### src/verilog/lvd_regs.svh
// Register indices, field positions, reset values and timing constants
`ifndef LVD_REGS_SVH
`define LVD_REGS_SVH

// ------------------------------------------------------------
// Register indices (byte address is four times the index)
// ------------------------------------------------------------
`define LVD_IDX_CONTROL       16'hFFBE
`define LVD_IDX_THRESHOLD     16'hFFBF
`define LVD_IDX_CAUSE         16'hFFC0
`define LVD_IDX_STATUS        16'hFFC1

// ------------------------------------------------------------
// Field positions
// ------------------------------------------------------------
`define LVD_CTL_CMP_EN_BIT    7
`define LVD_CTL_REF_EN_BIT    4
`define LVD_CTL_MODE_BIT      1
`define LVD_CTL_FLAG_BIT      0
`define LVD_THR_CODE_MSB      2
`define LVD_CAUSE_LVD_BIT     0
`define LVD_CAUSE_CLKMON_BIT  1
`define LVD_CAUSE_WDOG_BIT    4
`define LVD_STAT_REF_OK_BIT   0
`define LVD_STAT_CMP_OK_BIT   1
`define LVD_STAT_RAW_LOW_BIT  2

// ------------------------------------------------------------
// Reset values
// ------------------------------------------------------------
`define LVD_CONTROL_RESET     8'h00
`define LVD_THRESHOLD_RESET   3'h0
`define LVD_CAUSE_RESET       8'h00

// ------------------------------------------------------------
// Timing
// ------------------------------------------------------------
`define LVD_CLK_MHZ           50
`define LVD_T_REF_SETTLE_US   2000
`define LVD_T_CMP_SETTLE_US   200
`define LVD_RESET_HOLD        4
`define LVD_CNT_W             17

`endif

### src/verilog/lvd_control_fix_note.sv
// Empty unit

### src/verilog/lvd_pkg.sv
// Types shared by the low-voltage detect control block
package lvd_pkg;

    // ------------------------------------------------------------
    // Reset source of the current internal reset
    // ------------------------------------------------------------
    typedef enum logic [2:0] {
        LVD_SRC_NONE,
        LVD_SRC_POWER_UP,
        LVD_SRC_SUPPLY_LOW,
        LVD_SRC_WATCHDOG,
        LVD_SRC_CLKMON
    } lvd_src_t;

    // ------------------------------------------------------------
    // Synchroniser state
    // ------------------------------------------------------------
    typedef struct packed {
        logic stage1;
        logic stage2;
    } lvd_sync_t;

    // ------------------------------------------------------------
    // Control register fields
    // ------------------------------------------------------------
    typedef struct packed {
        logic comparator_enable;
        logic reference_enable;
        logic reset_mode_select;
        logic supply_low_flag;
    } lvd_ctrl_t;

    // ------------------------------------------------------------
    // Whole state of the control block
    // ------------------------------------------------------------
    typedef struct packed {
        lvd_ctrl_t          ctrl;
        logic [2:0]         threshold_code;
        logic [7:0]         cause;
        logic               puc_fitted;
        logic [16:0]        ref_count;
        logic [16:0]        cmp_count;
        logic [2:0]         hold;
        lvd_src_t           src;
        logic               internal_reset;
        logic               ack;
        logic [7:0]         rdata;
    } lvd_state_t;

endpackage

### src/verilog/lvd_sync.sv
// Two-flop synchroniser for one comparator output
`timescale 1ns/1ps

module lvd_sync
    import lvd_pkg::*;
(
    input  wire logic i_clk,
    input  wire logic i_reset,
    input  wire logic i_async,
    output logic      o_sync
);

    lvd_sync_t state;
    lvd_sync_t next_state;

    // ------------------------------------------------------------
    // Next state
    // ------------------------------------------------------------
    // First stage feeds only the second stage
    always_comb begin
        next_state        = state;
        next_state.stage1 = i_async;
        next_state.stage2 = state.stage1;
        if (i_reset) begin
            next_state = '0;
        end
    end

    // Register
    always_ff @(posedge i_clk) begin
        state <= next_state;
    end

    assign o_sync = state.stage2;

endmodule

### src/verilog/lvd_control.sv
// Low-voltage detect control: registers, flag, interrupt line, reset and reset cause
//
// Summary of operation
// - External reset clears control register
// - Control bits 7,4,1,0; others read zero
// - Comparator enable starts/stops detection
// - Reference enable; always on with power-up clear
// - Mode bit: zero interrupt, one reset
// - Flag reads supply low while enabled
// - Flag is read-only
// - Non-detector resets clear enable and mode bits
// - Irq line carries flag in interrupt mode
// - External reset clears threshold register
// - Three-bit code picks one of eight levels
// - Power-up clear beats detector response
// - Detector reset sets cause bit 0
// - Power-up clear zeroes cause register
// - Other resets set own cause flag
// - Power-up clear resets at ramp and brown-out
// - Detector keeps working in stop mode
// - No reset if supply already high
//
// Our own choice: register access over Wishbone.
`timescale 1ns/1ps
`include "lvd_regs.svh"

module lvd_control
    import lvd_pkg::*;
#(
    parameter int unsigned REF_SETTLE_CYCLES = `LVD_T_REF_SETTLE_US * `LVD_CLK_MHZ,
    parameter int unsigned CMP_SETTLE_CYCLES = `LVD_T_CMP_SETTLE_US * `LVD_CLK_MHZ,
    parameter int unsigned RESET_HOLD        = `LVD_RESET_HOLD
)
(
    input  wire logic        i_clk,
    input  wire logic        i_reset,

    // Wishbone classic slave
    input  wire logic        i_wb_cyc,
    input  wire logic        i_wb_stb,
    input  wire logic        i_wb_we,
    input  wire logic [17:0] i_wb_adr,
    input  wire logic [3:0]  i_wb_sel,
    input  wire logic [31:0] i_wb_dat,
    output logic [31:0]      o_wb_dat,
    output logic             o_wb_ack,

    // Analog side
    input  wire logic        i_supply_low_cmp,
    input  wire logic        i_power_up_cmp,
    input  wire logic        i_puc_fitted,
    output logic             o_comparator_enable,
    output logic             o_reference_enable,
    output logic [2:0]       o_threshold_code,

    // Other reset sources, one-cycle requests
    input  wire logic        i_watchdog_reset_req,
    input  wire logic        i_clkmon_reset_req,

    // Results
    output logic             o_supply_low_irq,
    output logic             o_internal_reset,
    output logic [7:0]       o_reset_cause
);

    // ------------------------------------------------------------
    // Elaboration checks
    // ------------------------------------------------------------
    // Largest settle count
    localparam int unsigned CNT_MAX = (1 << `LVD_CNT_W) - 1;

    generate
        if (REF_SETTLE_CYCLES < 1 || REF_SETTLE_CYCLES > CNT_MAX) begin : g_bad_ref
            $error("REF_SETTLE_CYCLES out of range");
        end

        if (CMP_SETTLE_CYCLES < 1 || CMP_SETTLE_CYCLES > CNT_MAX) begin : g_bad_cmp
            $error("CMP_SETTLE_CYCLES out of range");
        end

        // Stretch counter is 3 bits
        if (RESET_HOLD < 1 || RESET_HOLD > 7) begin : g_bad_hold
            $error("RESET_HOLD out of range");
        end
    endgenerate

    // Cut to counter width on purpose
    localparam logic [16:0] REF_LIMIT = REF_SETTLE_CYCLES[16:0];
    localparam logic [16:0] CMP_LIMIT = CMP_SETTLE_CYCLES[16:0];
    localparam logic [2:0]  HOLD_LOAD = RESET_HOLD[2:0];

    // ------------------------------------------------------------
    // Comparator synchronisers
    // ------------------------------------------------------------
    logic supply_low_sync;
    logic power_up_low_sync;

    // Both analog levels are asynchronous to the system clock
    lvd_sync u_sync_supply_low (
        .i_clk   (i_clk),
        .i_reset (i_reset),
        .i_async (i_supply_low_cmp),
        .o_sync  (supply_low_sync)
    );

    lvd_sync u_sync_power_up (
        .i_clk   (i_clk),
        .i_reset (i_reset),
        .i_async (i_power_up_cmp),
        .o_sync  (power_up_low_sync)
    );

    // ------------------------------------------------------------
    // State
    // ------------------------------------------------------------
    // Whole block state
    lvd_state_t state;
    lvd_state_t next_state;

    // Bus terms
    logic        bus_req;
    logic        bus_write;

    logic [15:0] bus_index;
    logic        word_aligned;

    // Analog terms
    logic        ref_running;
    logic        ref_settled;
    logic        cmp_settled;
    logic        power_up_clear;
    logic        supply_low_reset;

    // Read views
    logic [7:0]  control_view;
    logic [7:0]  status_view;
    logic [7:0]  read_value;

    // Write strobes
    logic        ctrl_wr;
    logic        thr_wr;

    // ------------------------------------------------------------
    // Bus decode
    // ------------------------------------------------------------
    // No new request in the ack cycle, so a request held until ack acts once; one held past ack acts again
    assign bus_req      = i_wb_cyc && i_wb_stb && !state.ack;
    assign bus_write    = bus_req && i_wb_we && i_wb_sel[0];

    assign bus_index    = i_wb_adr[17:2];
    assign word_aligned = (i_wb_adr[1:0] == 2'b00);

    assign ctrl_wr      = bus_write && word_aligned && (bus_index == `LVD_IDX_CONTROL);
    assign thr_wr       = bus_write && word_aligned && (bus_index == `LVD_IDX_THRESHOLD);

    // ------------------------------------------------------------
    // Analog-facing conditions
    // ------------------------------------------------------------
    // Reference always runs when power-up clear is fitted
    assign ref_running = state.ctrl.reference_enable || state.puc_fitted;

    // Status only; gates nothing
    assign ref_settled = (state.ref_count == REF_LIMIT);
    assign cmp_settled = (state.cmp_count == CMP_LIMIT);

    // Power-up clear acts only when fitted; it outranks the detector
    assign power_up_clear = state.puc_fitted && power_up_low_sync;

    // Level condition: a supply that is already high raises nothing
    assign supply_low_reset = state.ctrl.comparator_enable
                           && state.ctrl.reset_mode_select
                           && state.ctrl.supply_low_flag;

    // ------------------------------------------------------------
    // Read views
    // ------------------------------------------------------------
    // Unused control bits read as zero
    always_comb begin
        control_view                          = 8'h00;
        control_view[`LVD_CTL_CMP_EN_BIT]     = state.ctrl.comparator_enable;
        control_view[`LVD_CTL_REF_EN_BIT]     = state.ctrl.reference_enable;
        control_view[`LVD_CTL_MODE_BIT]       = state.ctrl.reset_mode_select;
        control_view[`LVD_CTL_FLAG_BIT]       = state.ctrl.supply_low_flag;
    end

    // Settling timers help software with its own waits
    always_comb begin
        status_view                           = 8'h00;
        status_view[`LVD_STAT_REF_OK_BIT]     = ref_settled;
        status_view[`LVD_STAT_CMP_OK_BIT]     = cmp_settled;
        status_view[`LVD_STAT_RAW_LOW_BIT]    = supply_low_sync;
    end

    // Address decode; unmapped indices read zero
    always_comb begin
        read_value = 8'h00;
        if (!word_aligned) begin
            read_value = 8'h00;
        end else if (bus_index == `LVD_IDX_CONTROL) begin
            read_value = control_view;
        end else if (bus_index == `LVD_IDX_THRESHOLD) begin
            read_value = {5'b00000, state.threshold_code};
        end else if (bus_index == `LVD_IDX_CAUSE) begin
            read_value = state.cause;
        end else if (bus_index == `LVD_IDX_STATUS) begin
            read_value = status_view;
        end
    end

    // ------------------------------------------------------------
    // Next state
    // ------------------------------------------------------------
    always_comb begin
        next_state = state;

        // Bus answer: ack one cycle after the request, then drop
        next_state.ack = bus_req;

        if (bus_req) begin
            next_state.rdata = read_value;
        end

        // Software writes; the flag position is ignored
        if (ctrl_wr) begin
            next_state.ctrl.comparator_enable = i_wb_dat[`LVD_CTL_CMP_EN_BIT];
            next_state.ctrl.reference_enable  = i_wb_dat[`LVD_CTL_REF_EN_BIT];
            next_state.ctrl.reset_mode_select = i_wb_dat[`LVD_CTL_MODE_BIT];
        end

        // Bits 7..3 are dropped; software is told to write zeros there
        if (thr_wr) begin
            next_state.threshold_code = i_wb_dat[`LVD_THR_CODE_MSB:0];
        end

        // Flag follows the comparator only while detection is on
        next_state.ctrl.supply_low_flag =
            next_state.ctrl.comparator_enable && supply_low_sync;

        // Settling counters saturate; no stop-mode gating anywhere
        if (!ref_running) begin
            next_state.ref_count = '0;
        end else if (!ref_settled) begin
            next_state.ref_count = state.ref_count + 17'd1;
        end

        // Restarts whenever switched off
        if (!state.ctrl.comparator_enable) begin
            next_state.cmp_count = '0;
        end else if (!cmp_settled) begin
            next_state.cmp_count = state.cmp_count + 17'd1;
        end

        // Internal reset stretch counter
        if (state.hold != 3'd0) begin
            next_state.hold = state.hold - 3'd1;
        end

        // Reset sources, highest priority first
        if (power_up_clear) begin
            next_state.src            = LVD_SRC_POWER_UP;
            next_state.hold           = HOLD_LOAD;
            next_state.cause          = `LVD_CAUSE_RESET;
        end else if (supply_low_reset) begin
            next_state.src            = LVD_SRC_SUPPLY_LOW;
            next_state.hold           = HOLD_LOAD;
            next_state.cause[`LVD_CAUSE_LVD_BIT] = 1'b1;
        end else if (i_watchdog_reset_req) begin
            next_state.src            = LVD_SRC_WATCHDOG;
            next_state.hold           = HOLD_LOAD;
            next_state.cause[`LVD_CAUSE_WDOG_BIT] = 1'b1;
        end else if (i_clkmon_reset_req) begin
            next_state.src            = LVD_SRC_CLKMON;
            next_state.hold           = HOLD_LOAD;
            next_state.cause[`LVD_CAUSE_CLKMON_BIT] = 1'b1;
        end else if (state.hold == 3'd0) begin
            next_state.src            = LVD_SRC_NONE;
        end

        // A detector reset keeps its own settings; any other clears them
        if (power_up_clear || (!supply_low_reset
                && (i_watchdog_reset_req || i_clkmon_reset_req))) begin
            next_state.ctrl.comparator_enable = 1'b0;
            next_state.ctrl.reference_enable  = 1'b0;
            next_state.ctrl.reset_mode_select = 1'b0;
            // Flag goes with the enable
            next_state.ctrl.supply_low_flag   = 1'b0;
        end

        // Reset stays while the source persists and for the stretch after
        next_state.internal_reset = power_up_clear
                                 || supply_low_reset
                                 || i_watchdog_reset_req
                                 || i_clkmon_reset_req
                                 || (state.hold > 3'd1);

        // External reset: everything to its documented value
        if (i_reset) begin
            next_state.ctrl           = '0;
            next_state.threshold_code = `LVD_THRESHOLD_RESET;

            next_state.cause          = `LVD_CAUSE_RESET;

            // Strap captured only in reset
            next_state.puc_fitted     = i_puc_fitted;

            next_state.ref_count      = '0;
            next_state.cmp_count      = '0;
            next_state.hold           = '0;

            next_state.src            = LVD_SRC_NONE;
            next_state.internal_reset = 1'b0;

            next_state.ack            = 1'b0;
            next_state.rdata          = 8'h00;
        end
    end

    // Register
    always_ff @(posedge i_clk) begin
        state <= next_state;
    end

    // ------------------------------------------------------------
    // Outputs
    // ------------------------------------------------------------
    assign o_wb_ack            = state.ack;
    assign o_wb_dat            = {24'h000000, state.rdata};

    // Analog controls
    assign o_comparator_enable = state.ctrl.comparator_enable;
    assign o_reference_enable  = ref_running;
    assign o_threshold_code    = state.threshold_code;

    // Reset results
    assign o_internal_reset    = state.internal_reset;
    assign o_reset_cause       = state.cause;

    // Flag reaches the irq line only in interrupt mode
    assign o_supply_low_irq    = state.ctrl.supply_low_flag
                              && state.ctrl.comparator_enable
                              && !state.ctrl.reset_mode_select;

endmodule

### config.mk
export PLATFORM = sky130hd
export DESIGN_NAME = lvd_control
export DESIGN_NICKNAME = d
export VERILOG_FILES = /design/src/verilog/lvd_control_fix_note.sv /design/src/verilog/lvd_pkg.sv /design/src/verilog/lvd_sync.sv /design/src/verilog/lvd_control.sv
export VERILOG_INCLUDE_DIRS = /design/src /design/src/verilog
export SDC_FILE = /design/constraint.sdc
export NUM_CORES = 1
export LEC_CHECK = 0
export BUFFER_PORTS_ARGS = -buffer_cell sky130_fd_sc_hd__buf_2
export CAP_MARGIN = 10
export CORE_MARGIN = 3
export CORE_UTILIZATION = 46
export CTS_BUF_LIST = sky130_fd_sc_hd__clkbuf_4
export DETAILED_ROUTE_END_ITERATION = 8
export PLACE_DENSITY = 0.78
export SYNTH_ARGS = -nofsm -noshare
export SYNTH_HDL_FRONTEND = slang
export SYNTH_SLANG_ARGS = --single-unit
### constraint.sdc
create_clock -name i_clk -period 1.31 [get_ports i_clk]
set_input_delay 0.1965 -clock i_clk [delete_from_list [all_inputs] [get_ports i_clk]]
set_output_delay 0.1965 -clock i_clk [all_outputs]
set_load 0.05 [all_outputs]
Word-level counts from Yosys, hierarchy flattened

Cells that the tools add are included.

Add/sub/neg operators: 3
Multiply operators: 0
Divide/modulo/power cells: 0
Order comparisons: 1
Equal/unequal tests: 6
Shift operators: 0
Mux-type cells: 13
Bitwise operators: 4
Reduce and logical (&&, ||, !) cells: 35

Operators with widths:

| cell                    | number |
|---|---|
| $eq A16 B16 Y1 const B  | 4 |
| $add A17 B1 Y17 const B | 2 |
| $mux W3                 | 6 |
| $mux W6                 | 3 |
| $eq A17 B14 Y1 const B  | 1 |
| $eq A17 B17 Y1 const B  | 1 |
| $mux W8                 | 2 |
| $logic_and A1 B1 Y1     | 14 |
| $mux W5                 | 2 |
| $reduce_or A2 Y1        | 4 |
| $logic_or A1 B1 Y1      | 7 |
| $reduce_bool A5 Y1      | 1 |
| $reduce_or A5 Y1        | 1 |
| $not A1 Y1              | 4 |
| $gt A3 B1 Y1 const B    | 1 |
| $logic_not A1 Y1        | 3 |
| $logic_not A3 Y1        | 1 |
| $reduce_and A3 Y1       | 1 |
| $reduce_bool A3 Y1      | 1 |
| $sub A3 B1 Y3 const B   | 1 |
| $logic_not A2 Y1        | 1 |
| $reduce_and A2 Y1       | 1 |

Register bits after elaboration: 62
Latch bits: 0
RAM bits: 0
ROM bits: 0
Bits of input ports: 64
Output and inout port bits: 48
Word-level logic and storage cells: 82
Memories kept: 0

Longest topological paths before layout

Gate-level depths: netlist of run 1.

Depth after elaboration: 8
Mapped depth: 7
Gate-level depth less buffers: 7

Hierarchy

A second synthesis of run 1 with hierarchy kept.

Cell total of the unflattened synthesis: 355
Area, all modules: 3036.7 um2

Modules (own cells, without submodules):

| module      | instances | cells each | area an instance (um2) | sequential area each (um2) |
|---|---|---|---|---|
| lvd_control | 1         | 347        | 2931.6                 | 1111.1 |
| lvd_sync    | 2         | 4          | 52.6                   | 40.0 |

Worst setup path before layout of run 1

Ideal clock, no wire load.

Kind: flip-flop to output port
Start: register state, in the netlist o_comparator_enable
End: output o_supply_low_irq
Arrival time: 1.432 ns
Required time: 1.113 ns
Setup slack: -0.319 ns
Stages on the path, launching flop included: 3
Path buffers: 0
Path through: dfxtp_1 -> nand2_1 -> nor2_1

Cells in the longest elaborated chain, start to end: 2

RTL lines:

| element                  | line               | source |
|---|---|---|
| start: declaration       | lvd_control.sv:117 | `lvd_state_t state;` |
| start signal: assignment | lvd_control.sv:320 | `state <= next_state;` |
| $logic_and A1 B1 Y1      | lvd_control.sv:340 | `&& state.ctrl.comparator_enable` |
| $logic_and A1 B1 Y1      | lvd_control.sv:341 | `&& !state.ctrl.reset_mode_select;` |
| end: declaration         | lvd_control.sv:61  | `output logic o_supply_low_irq,` |

No other way between the ends.

Final worst setup path of run 1

Start: register state[21] in the netlist's numbering
End: register state[18] in the netlist's numbering

Cells in the longest elaborated chain, start to end: 1

RTL lines:

| element        | line               | source |
|---|---|---|
| $eq A17 B14 Y1 | lvd_control.sv:164 | `assign cmp_settled = (state.cmp_count == CMP_LIMIT);` |

No other way between the ends.
A chain may end at the register's enable or synchronous reset.

==> results.rst, run 1 <==
.. list-table::
   :header-rows: 1

   * - Metric
     - Value
   * - Outcome
     - complete, but fails checks
   * - Violated checks
     - setup timing
   * - Cell row count
     - 28
   * - Average routed wire per standard cell
     - 13.89 µm
   * - Total number of clock tree sinks
     - 59
   * - Antenna violations before repair
     - 0
   * - Unique masters post-synth
     - 48
   * - CTS root buf
     - clkbuf_4
   * - Most frequently used flop master after synthesis
     - dfxtp_1
   * - Slew Viols, Final
     - 0
   * - Area of the mapped netlist
     - 3009 µm²
   * - Number of buffers between clock root and the deepest sink
     - 2
   * - Residual DRC
     - 0
   * - Longest individual stage delay on the worst path
     - 0.35 ns
   * - Cell Pwr Density
     - 955.5 nW/µm²
   * - Worst Setup End Kind
     - flop
   * - Biggest area contributors in the synthesized netlist
     - dfxtp_1, buf_4, nor2_1
   * - Fraction of synthesis flops using an asynchronous set or reset pin
     - 0%
   * - Wire length of the first global-routing pass
     - between 10000 and 15000 µm
   * - I/O pin total
     - about 110
   * - Final layout net count
     - 528
   * - Cell types with the highest counts after synthesis
     - dfxtp_1, nor2_1, buf_4
   * - Area share of the largest cell type after synthesis
     - 38.59%
   * - Final hold slack
     - 0.02425 ns
   * - Worst path arrival time
     - 1.84 ns
   * - Growth of design area from synthesis to finish
     - 40.50%
   * - Clock buffers created by TritonCTS
     - 9
   * - DRT Wirelength
     - around 7500 µm
   * - Worst vdd rail ir drop
     - 0.8562 mV
   * - Fillers
     - 430
   * - Via count of the routed design
     - 2724
   * - Critical path class
     - reg2reg
   * - Setup skew after layout
     - roughly 0.011 ns
   * - Most frequently used cell type in the post-synthesis netlist
     - dfxtp_1
   * - Overall overflow remaining after global route
     - 0
   * - Diode insertion count for antenna repair
     - 0
   * - Cell with the biggest individual delay on the critical path
     - dfxtp_2
   * - Area enclosed by the die boundary
     - ~7500 µm²
   * - Area inside the core boundary
     - 6131 µm²
   * - Yosys top cell by area
     - dfxtp_1
   * - Post-route ant nets
     - 0
   * - Portion of the clock cycle consumed by the worst path in the final layout
     - 118.4%
   * - Total of flip-flops plus latches after synthesis
     - 59
   * - Post-detailed-route via-to-cell ratio
     - 5.073
   * - Final Worst Setup Slack
     - -0.2414 ns
   * - Share of synthesized area occupied by flip-flops and latches
     - 39.58%
   * - Combined area of the multi-input logic cells
     - 1833 µm²
   * - Drt first pass iters
     - 4
   * - Number of max-cap violations
     - 0
   * - Port Buf Inserts
     - roughly 50
   * - Clock tree from TritonCTS
     - yes
   * - Storage element area
     - 1236 µm²
   * - Total number of yosys warnings
     - 0
   * - Detailed Route Iter0 Violations
     - 74
   * - Via count of the first global-routing pass
     - 2610
   * - Initial cell density of the core
     - about half
   * - EDFF count, synth
     - 1
   * - Final worst path period need
     - around 1.6 ns
   * - # setup viols final
     - 21
   * - Clock transition at the registers of the reported paths
     - 0.12 ns
   * - Clock latency at the later pin of the worst-skew pair
     - 0.40 ns
   * - Worst setup slack before clock tree synthesis
     - -0.2466 ns
   * - Pin count of the biggest net entering global routing
     - 19
   * - Total number of H-tree levels
     - 3
   * - Leakage power
     - 1.838 nW
   * - Max FO, Critical Path
     - 3
   * - Tot GR Track Use
     - about a fifth
   * - Final-report hold violation count
     - 0
   * - Setup repair after global routing missed its margin
     - true
   * - Fmax achieved
     - roughly 640 MHz
   * - Data required time of the critical path
     - between 1.5 and 2 ns
   * - DP Wirelength
     - 5003 µm
   * - Final weighted congestion in routability-driven placement
     - 0.8350
   * - Horizontal die dimension
     - 86.88 µm
   * - Type of origin of the critical path
     - flop
   * - Die height
     - 86.88 µm
   * - Series of cell instances along the critical path
     - nor4_4 > nand3b_1 > nor3_4 > buf_4 > or3_1 > a21oi_1
   * - Syn Inst Count
     - 348
   * - Syn_area_per_cell
     - 8.647 µm²
   * - Min-delay worst type
     - in2reg
   * - Ratio of cells with drive above 1 in the final layout
     - 44.37%
-- power breakdown --
| group | internal (mW) | switching (mW) |
|---|---|---|
| clock network | 0.982 | 0.735 |
| logic | 0.135 | 0.357 |
| registers | 1.81 | 0.0186 |
-- worst max-delay path: cells and delay by family (launching register included) --
kind / cells / cell delay (ns)
compound gates: 1 / 0.07
flops: 1 / 0.35
simple gates: 4 / 0.86
buf+inv: 1 / 0.16
-- metal layers --
layer	track usage [%]	vias to the layer above	wire, µm
met5	0	-	0
met2	34.02	72	4071
met1	19.87	1300	2864
met4	12.46	0	222
li1	-	1333	-
met3	3.406	19	299
-- stage by stage --
stage | instance area [µm²] | TNS [ns] | utilization, % | instances | power [mW]
2_1_floorplan | 3166 | -0.09532 | - | 379 | 2.284
3_3_place_gp | 3577 | -2.472 | 58.35 | 507 | 2.313
3_5_place_dp | 3577 | -3.399 | 58.35 | 507 | 2.322
4_1_cts | 3956 | -1.137 | 64.53 | 530 | 4.033
5_1_grt | 4228 | -4.769 | 68.96 | 537 | 4.186
6_report | 4228 | -2.688 | 68.96 | 537 | 4.040
-- flip-flops by register name, summed over array words and instances, names as in the netlist --
signal / cells
o_wb_dat: 5
o_comparator_enable: 1
u_sync_supply_low.o_sync: 1
u_sync_power_up.o_sync: 1
o_internal_reset: 1
control_view: 3
u_sync_supply_low.state: 1
o_threshold_code: 3
state: 38
o_reset_cause: 3
o_wb_ack: 1
u_sync_power_up.state: 1
-- path summary, 6_finish.rpt --
kind / to / slack (ns) / cells past startpoint / from
min reg2reg: o_wb_ack / 0.46 / 1 / o_wb_ack
max: state[18] / -0.24 / 6 / state[21]
max reg2reg: state[18] / -0.24 / 6 / state[21]
min: o_threshold_code[2] / 0.02 / 3 / i_wb_dat[2]
-- layout by cell type (no fill, tap or decap), types with 6 or more instances in the layout --
master / Yosys / routed
buf_4: 43 / 55
nor2_1: 53 / 48
buf_2: 2 / 45
dfxtp_1: 58 / 34
conb_1: 1 / 32
nand2_1: 19 / 18
dfxtp_2: 0 / 18
xor2_1: 17 / 17
nand3_1: 19 / 14
clkbuf_4: 0 / 11
buf_6: 0 / 9
inv_1: 11 / 8
xnor2_1: 10 / 8
nand4_1: 8 / 8
a21oi_1: 12 / 8
o21ai_0: 8 / 8
mux2i_1: 7 / 7
nor3_1: 10 / 6
nor2b_1: 6 / 6
dfxtp_4: 0 / 6
-- cells by family after synthesis --
logic type / Yosys count / share of synthesized area, %
AOI/OAI and AO/OA: 31 / 6.279
xor gates and xnor gates: 27 / 7.858
adders and majority gates: 7 / 2.910
buffers and inverters: 60 / 12.93
DFF: 59 / 39.58
muxes: 7 / 2.329
other: 1 / 0.1246
and+or+nand+nor: 156 / 27.98
-- layout make-up --
| type | instances | area share, % |
|---|---|---|
| repair buffers | 116 | 19.62 |
| clock buffers | 9 | 1.598 |
| multi-input cells | 260 | 43.36 |
| inverters | 11 | 1.036 |
| well taps | 75 | 2.220 |
| flip-flops and latches | 59 | 29.24 |
| clock inverters | 7 | 2.930 |
-- timing repair --
action,in CTS,in global routing
endpoints found under the hold margin,2,0
pin swaps,22,20
gates resized for setup,41,52
hold buffers,2,0
setup buffers,5,7
setup endpoints to repair,31,32
Power figures use the tool's default switching activity.
==> run 2: changes to the inputs <==
CORE_MARGIN = not set   (was 3)
SETUP_SLACK_MARGIN = 0.15   (was not set)
==> results.rst, run 2 (synthesized netlist as in run 1, its figures left out) <==
.. list-table::
   :header-rows: 1

   * - Metric
     - Value
   * - Outcome
     - complete, but fails checks
   * - Violated checks
     - setup timing
   * - Post-route total power
     - 4.135 mW (+2.4%)
   * - Worst vdd rail ir drop
     - 0.7860 mV (-8.2%)
   * - Combined area of the multi-input logic cells
     - 1981 µm² (+8.1%)
   * - Number of buffers between clock root and the deepest sink
     - 2 (unchanged)
   * - Area after detailed placement
     - 3570 µm² (-0.21%)
   * - Number of max-cap violations
     - 0 (unchanged)
   * - Start point of the worst min-delay path
     - i_reset
   * - Most frequent cells in the layout
     - buf_4, nor2_1, buf_2, conb_1, dfxtp_2
   * - Overall overflow remaining after global route
     - 0 (unchanged)
   * - Final Worst Setup Slack
     - -0.2728 ns (-0.03139 ns)
   * - Hold Path Sink
     - o_threshold_code[2]
   * - Tot GR Track Use
     - 24.83% (+5.9 points)
   * - Min-delay worst type
     - in2reg
   * - Final worst path period need
     - 1.583 ns (+0.03139 ns)
   * - Via count of the routed design
     - 2949 (+8.3%)
   * - Worst Setup End Kind
     - primary output
   * - Post-route ant nets
     - 0 (unchanged)
   * - Storage element area
     - 1266 µm² (+2.4%)
   * - Antenna violations before repair
     - 0 (unchanged)
   * - Initial cell density of the core
     - 47.39% (-1.7 points)
   * - Total number of clock tree sinks
     - 59 (unchanged)
   * - Worst path arrival time
     - 1.39 ns (-0.45 ns)
   * - Final-report hold violation count
     - 0 (unchanged)
   * - Portion of the clock cycle consumed by the worst path in the final layout
     - 120.8% (+2.4 points)
   * - Area enclosed by the die boundary
     - 6869 µm² (-9.0%)
   * - Wire length of the first global-routing pass
     - 13410 µm (+20%)
   * - Die height
     - 82.88 µm (-4.6%)
   * - Leakage power
     - 1.935 nW (+5.2%)
   * - Via count of the first global-routing pass
     - 2976 (+14%)
   * - Total number of H-tree levels
     - 3 (unchanged)
   * - Ratio of cells with drive above 1 in the final layout
     - 53.28% (+8.9 points)
   * - Flip-flop count of the largest register, all copies and words added
     - 38 (unchanged)
   * - # setup viols final
     - 23 (+9.5%)
   * - Max FO, Critical Path
     - 2 (-1)
   * - Clock transition at the registers of the reported paths
     - 0.13 ns (about the same)
   * - Cell row count
     - 29 (+3.6%)
   * - Diode insertion count for antenna repair
     - 0 (unchanged)
   * - Final Instance Area
     - 4647 µm² (+9.9%)
   * - Most common cell after layout, fill and taps aside
     - buf_4
   * - Setup repair after global routing missed its margin
     - true
   * - Logic depth of the worst register-to-register path
     - 6 (unchanged)
   * - Horizontal die dimension
     - 82.88 µm (-4.6%)
   * - Clock buffers created by TritonCTS
     - 9 (unchanged)
   * - Growth of design area from synthesis to finish
     - 54.43%
   * - Fillers
     - 388 (-9.8%)
   * - Reg-to-reg critical path startpoint
     - state[21]
   * - Clock tree from TritonCTS
     - yes
   * - I/O pin total
     - 112 (unchanged)
   * - DP Wirelength
     - 4709 µm (-5.9%)
   * - Top register by number of flip-flops
     - state
   * - Setup skew after layout
     - 0.02822 ns (+0.01687 ns)
   * - Average routed wire per standard cell
     - 16.90 µm (+22%)
   * - Residual DRC
     - 0 (unchanged)
   * - CTS root buf
     - clkbuf_4
   * - Port Buf Inserts
     - 49 (unchanged)
   * - Clock latency at the later pin of the worst-skew pair
     - 0.44 ns (+0.04 ns)
   * - Detailed Route Iter0 Violations
     - 137 (+85%)
   * - Flop2flop setup slack
     - -0.19 ns (+0.05 ns)
   * - Drt first pass iters
     - 4 (unchanged)
   * - DRT Wirelength
     - 9294 µm (+25%)
   * - Final weighted congestion in routability-driven placement
     - 0.8100 (-3.0%)
   * - Fmax achieved
     - 631.8 MHz (-2.0%)
   * - Type of origin of the critical path
     - flop
   * - Endpoint of the worst-slack reg-to-reg timing path
     - state[28]
   * - Area inside the core boundary
     - 6350 µm² (+3.6%)
   * - Post-detailed-route via-to-cell ratio
     - 5.362 (+5.7%)
   * - Cell Pwr Density
     - 889.9 nW/µm² (-6.9%)
   * - Final layout net count
     - 539 (+2.1%)
   * - Cell depth of the worst min-delay path
     - 2 (-1)
   * - Critical path class
     - reg2out
   * - Data required time of the critical path
     - 1.11 ns (-0.49 ns)
   * - Slew Viols, Final
     - 0 (unchanged)
   * - Pin count of the biggest net entering global routing
     - 19 (unchanged)
[run 2: cell count changes in the layout (fill, tap and decap cells not counted), moves of 5 or more]
cell / previous run / this run
buf_8: 1 / 15
dfxtp_2: 18 / 24
buf_2: 45 / 33
dfxtp_4: 6 / 12
nand2_2: 1 / 7
buf_6: 9 / 14
nand2_1: 18 / 11
dlygate4sd3_1: 2 / 7
dfxtp_1: 34 / 22
[run 2: worst max path at each step]
stage	start	to	slack [ns]	cells past startpoint
detailed placement	i_wb_adr[7]	o_wb_dat[1]	-0.25	6
CTS	state[50]	o_reference_enable	-0.17	2
global route	state[50]	o_reference_enable	-0.29	2
global placement	i_wb_adr[7]	o_wb_dat[0]	-0.18	6
finish	state[50]	o_reference_enable	-0.27	2
floorplan	state[28]	state[17]	-0.02	5
[run 2: per-stage QoR]
step           hold slack (ns)  utilization (%)  std cells  setup WS, ns  setup TNS, ns
2_1_floorplan           0.2775                -        379      -0.01813       -0.02289
3_3_place_gp            0.3737            56.22        506       -0.1849         -1.896
3_5_place_dp            0.3967            56.22        506       -0.2462         -2.784
4_1_cts                0.01376            69.28        544       -0.1702         -1.248
5_1_grt                0.06335            73.18        550       -0.2863         -4.080
6_report               0.06616            73.18        550       -0.2728         -2.265
[run 2: cell type report]
| cell class | count | share of cell area (%) |
|---|---|---|
| repair buffers | 127 | 22.94 |
| inverters | 11 | 1.158 |
| multi-input cells | 260 | 42.62 |
| well taps | 77 | 2.073 |
| clock inverters | 7 | 2.504 |
| clock buffers | 9 | 1.454 |
| flip-flops and latches | 59 | 27.25 |
[run 2: metal layers]
layer	global-route usage [%]	up-vias	wire, µm
li1	-	1349	-
met3	8.847	69	627
met1	24.53	1359	3240
met5	0	-	0
met4	14.73	0	673
met2	44.41	172	4752
[run 2: what timing repair did]
action / CTS / global route
hold buffers: 7 / 0
resized for setup: 132 / 50
pin swaps: 38 / 35
hold endpoints to repair: 7 / 0
endpoints found under the setup margin: 56 / 61
gates cloned: 0 / 0
setup buffers: 15 / 6
[run 2: worst max-delay path: stages (launching register included)]
cell and delay (ns):
edfxtp_1 0.49, or2_4 0.30, buf_8 0.16
[run 2: report_power, final]
group | leakage [nW] | internal [mW] | switching [mW] | total (mW)
Combinational | 1.34 | 0.179 | 0.396 | 0.574
Sequential | 0.501 | 1.80 | 0.0278 | 1.83
Clock | 0.0975 | 0.963 | 0.768 | 1.73
Total | 1.93 | 2.94 | 1.19 | 4.14
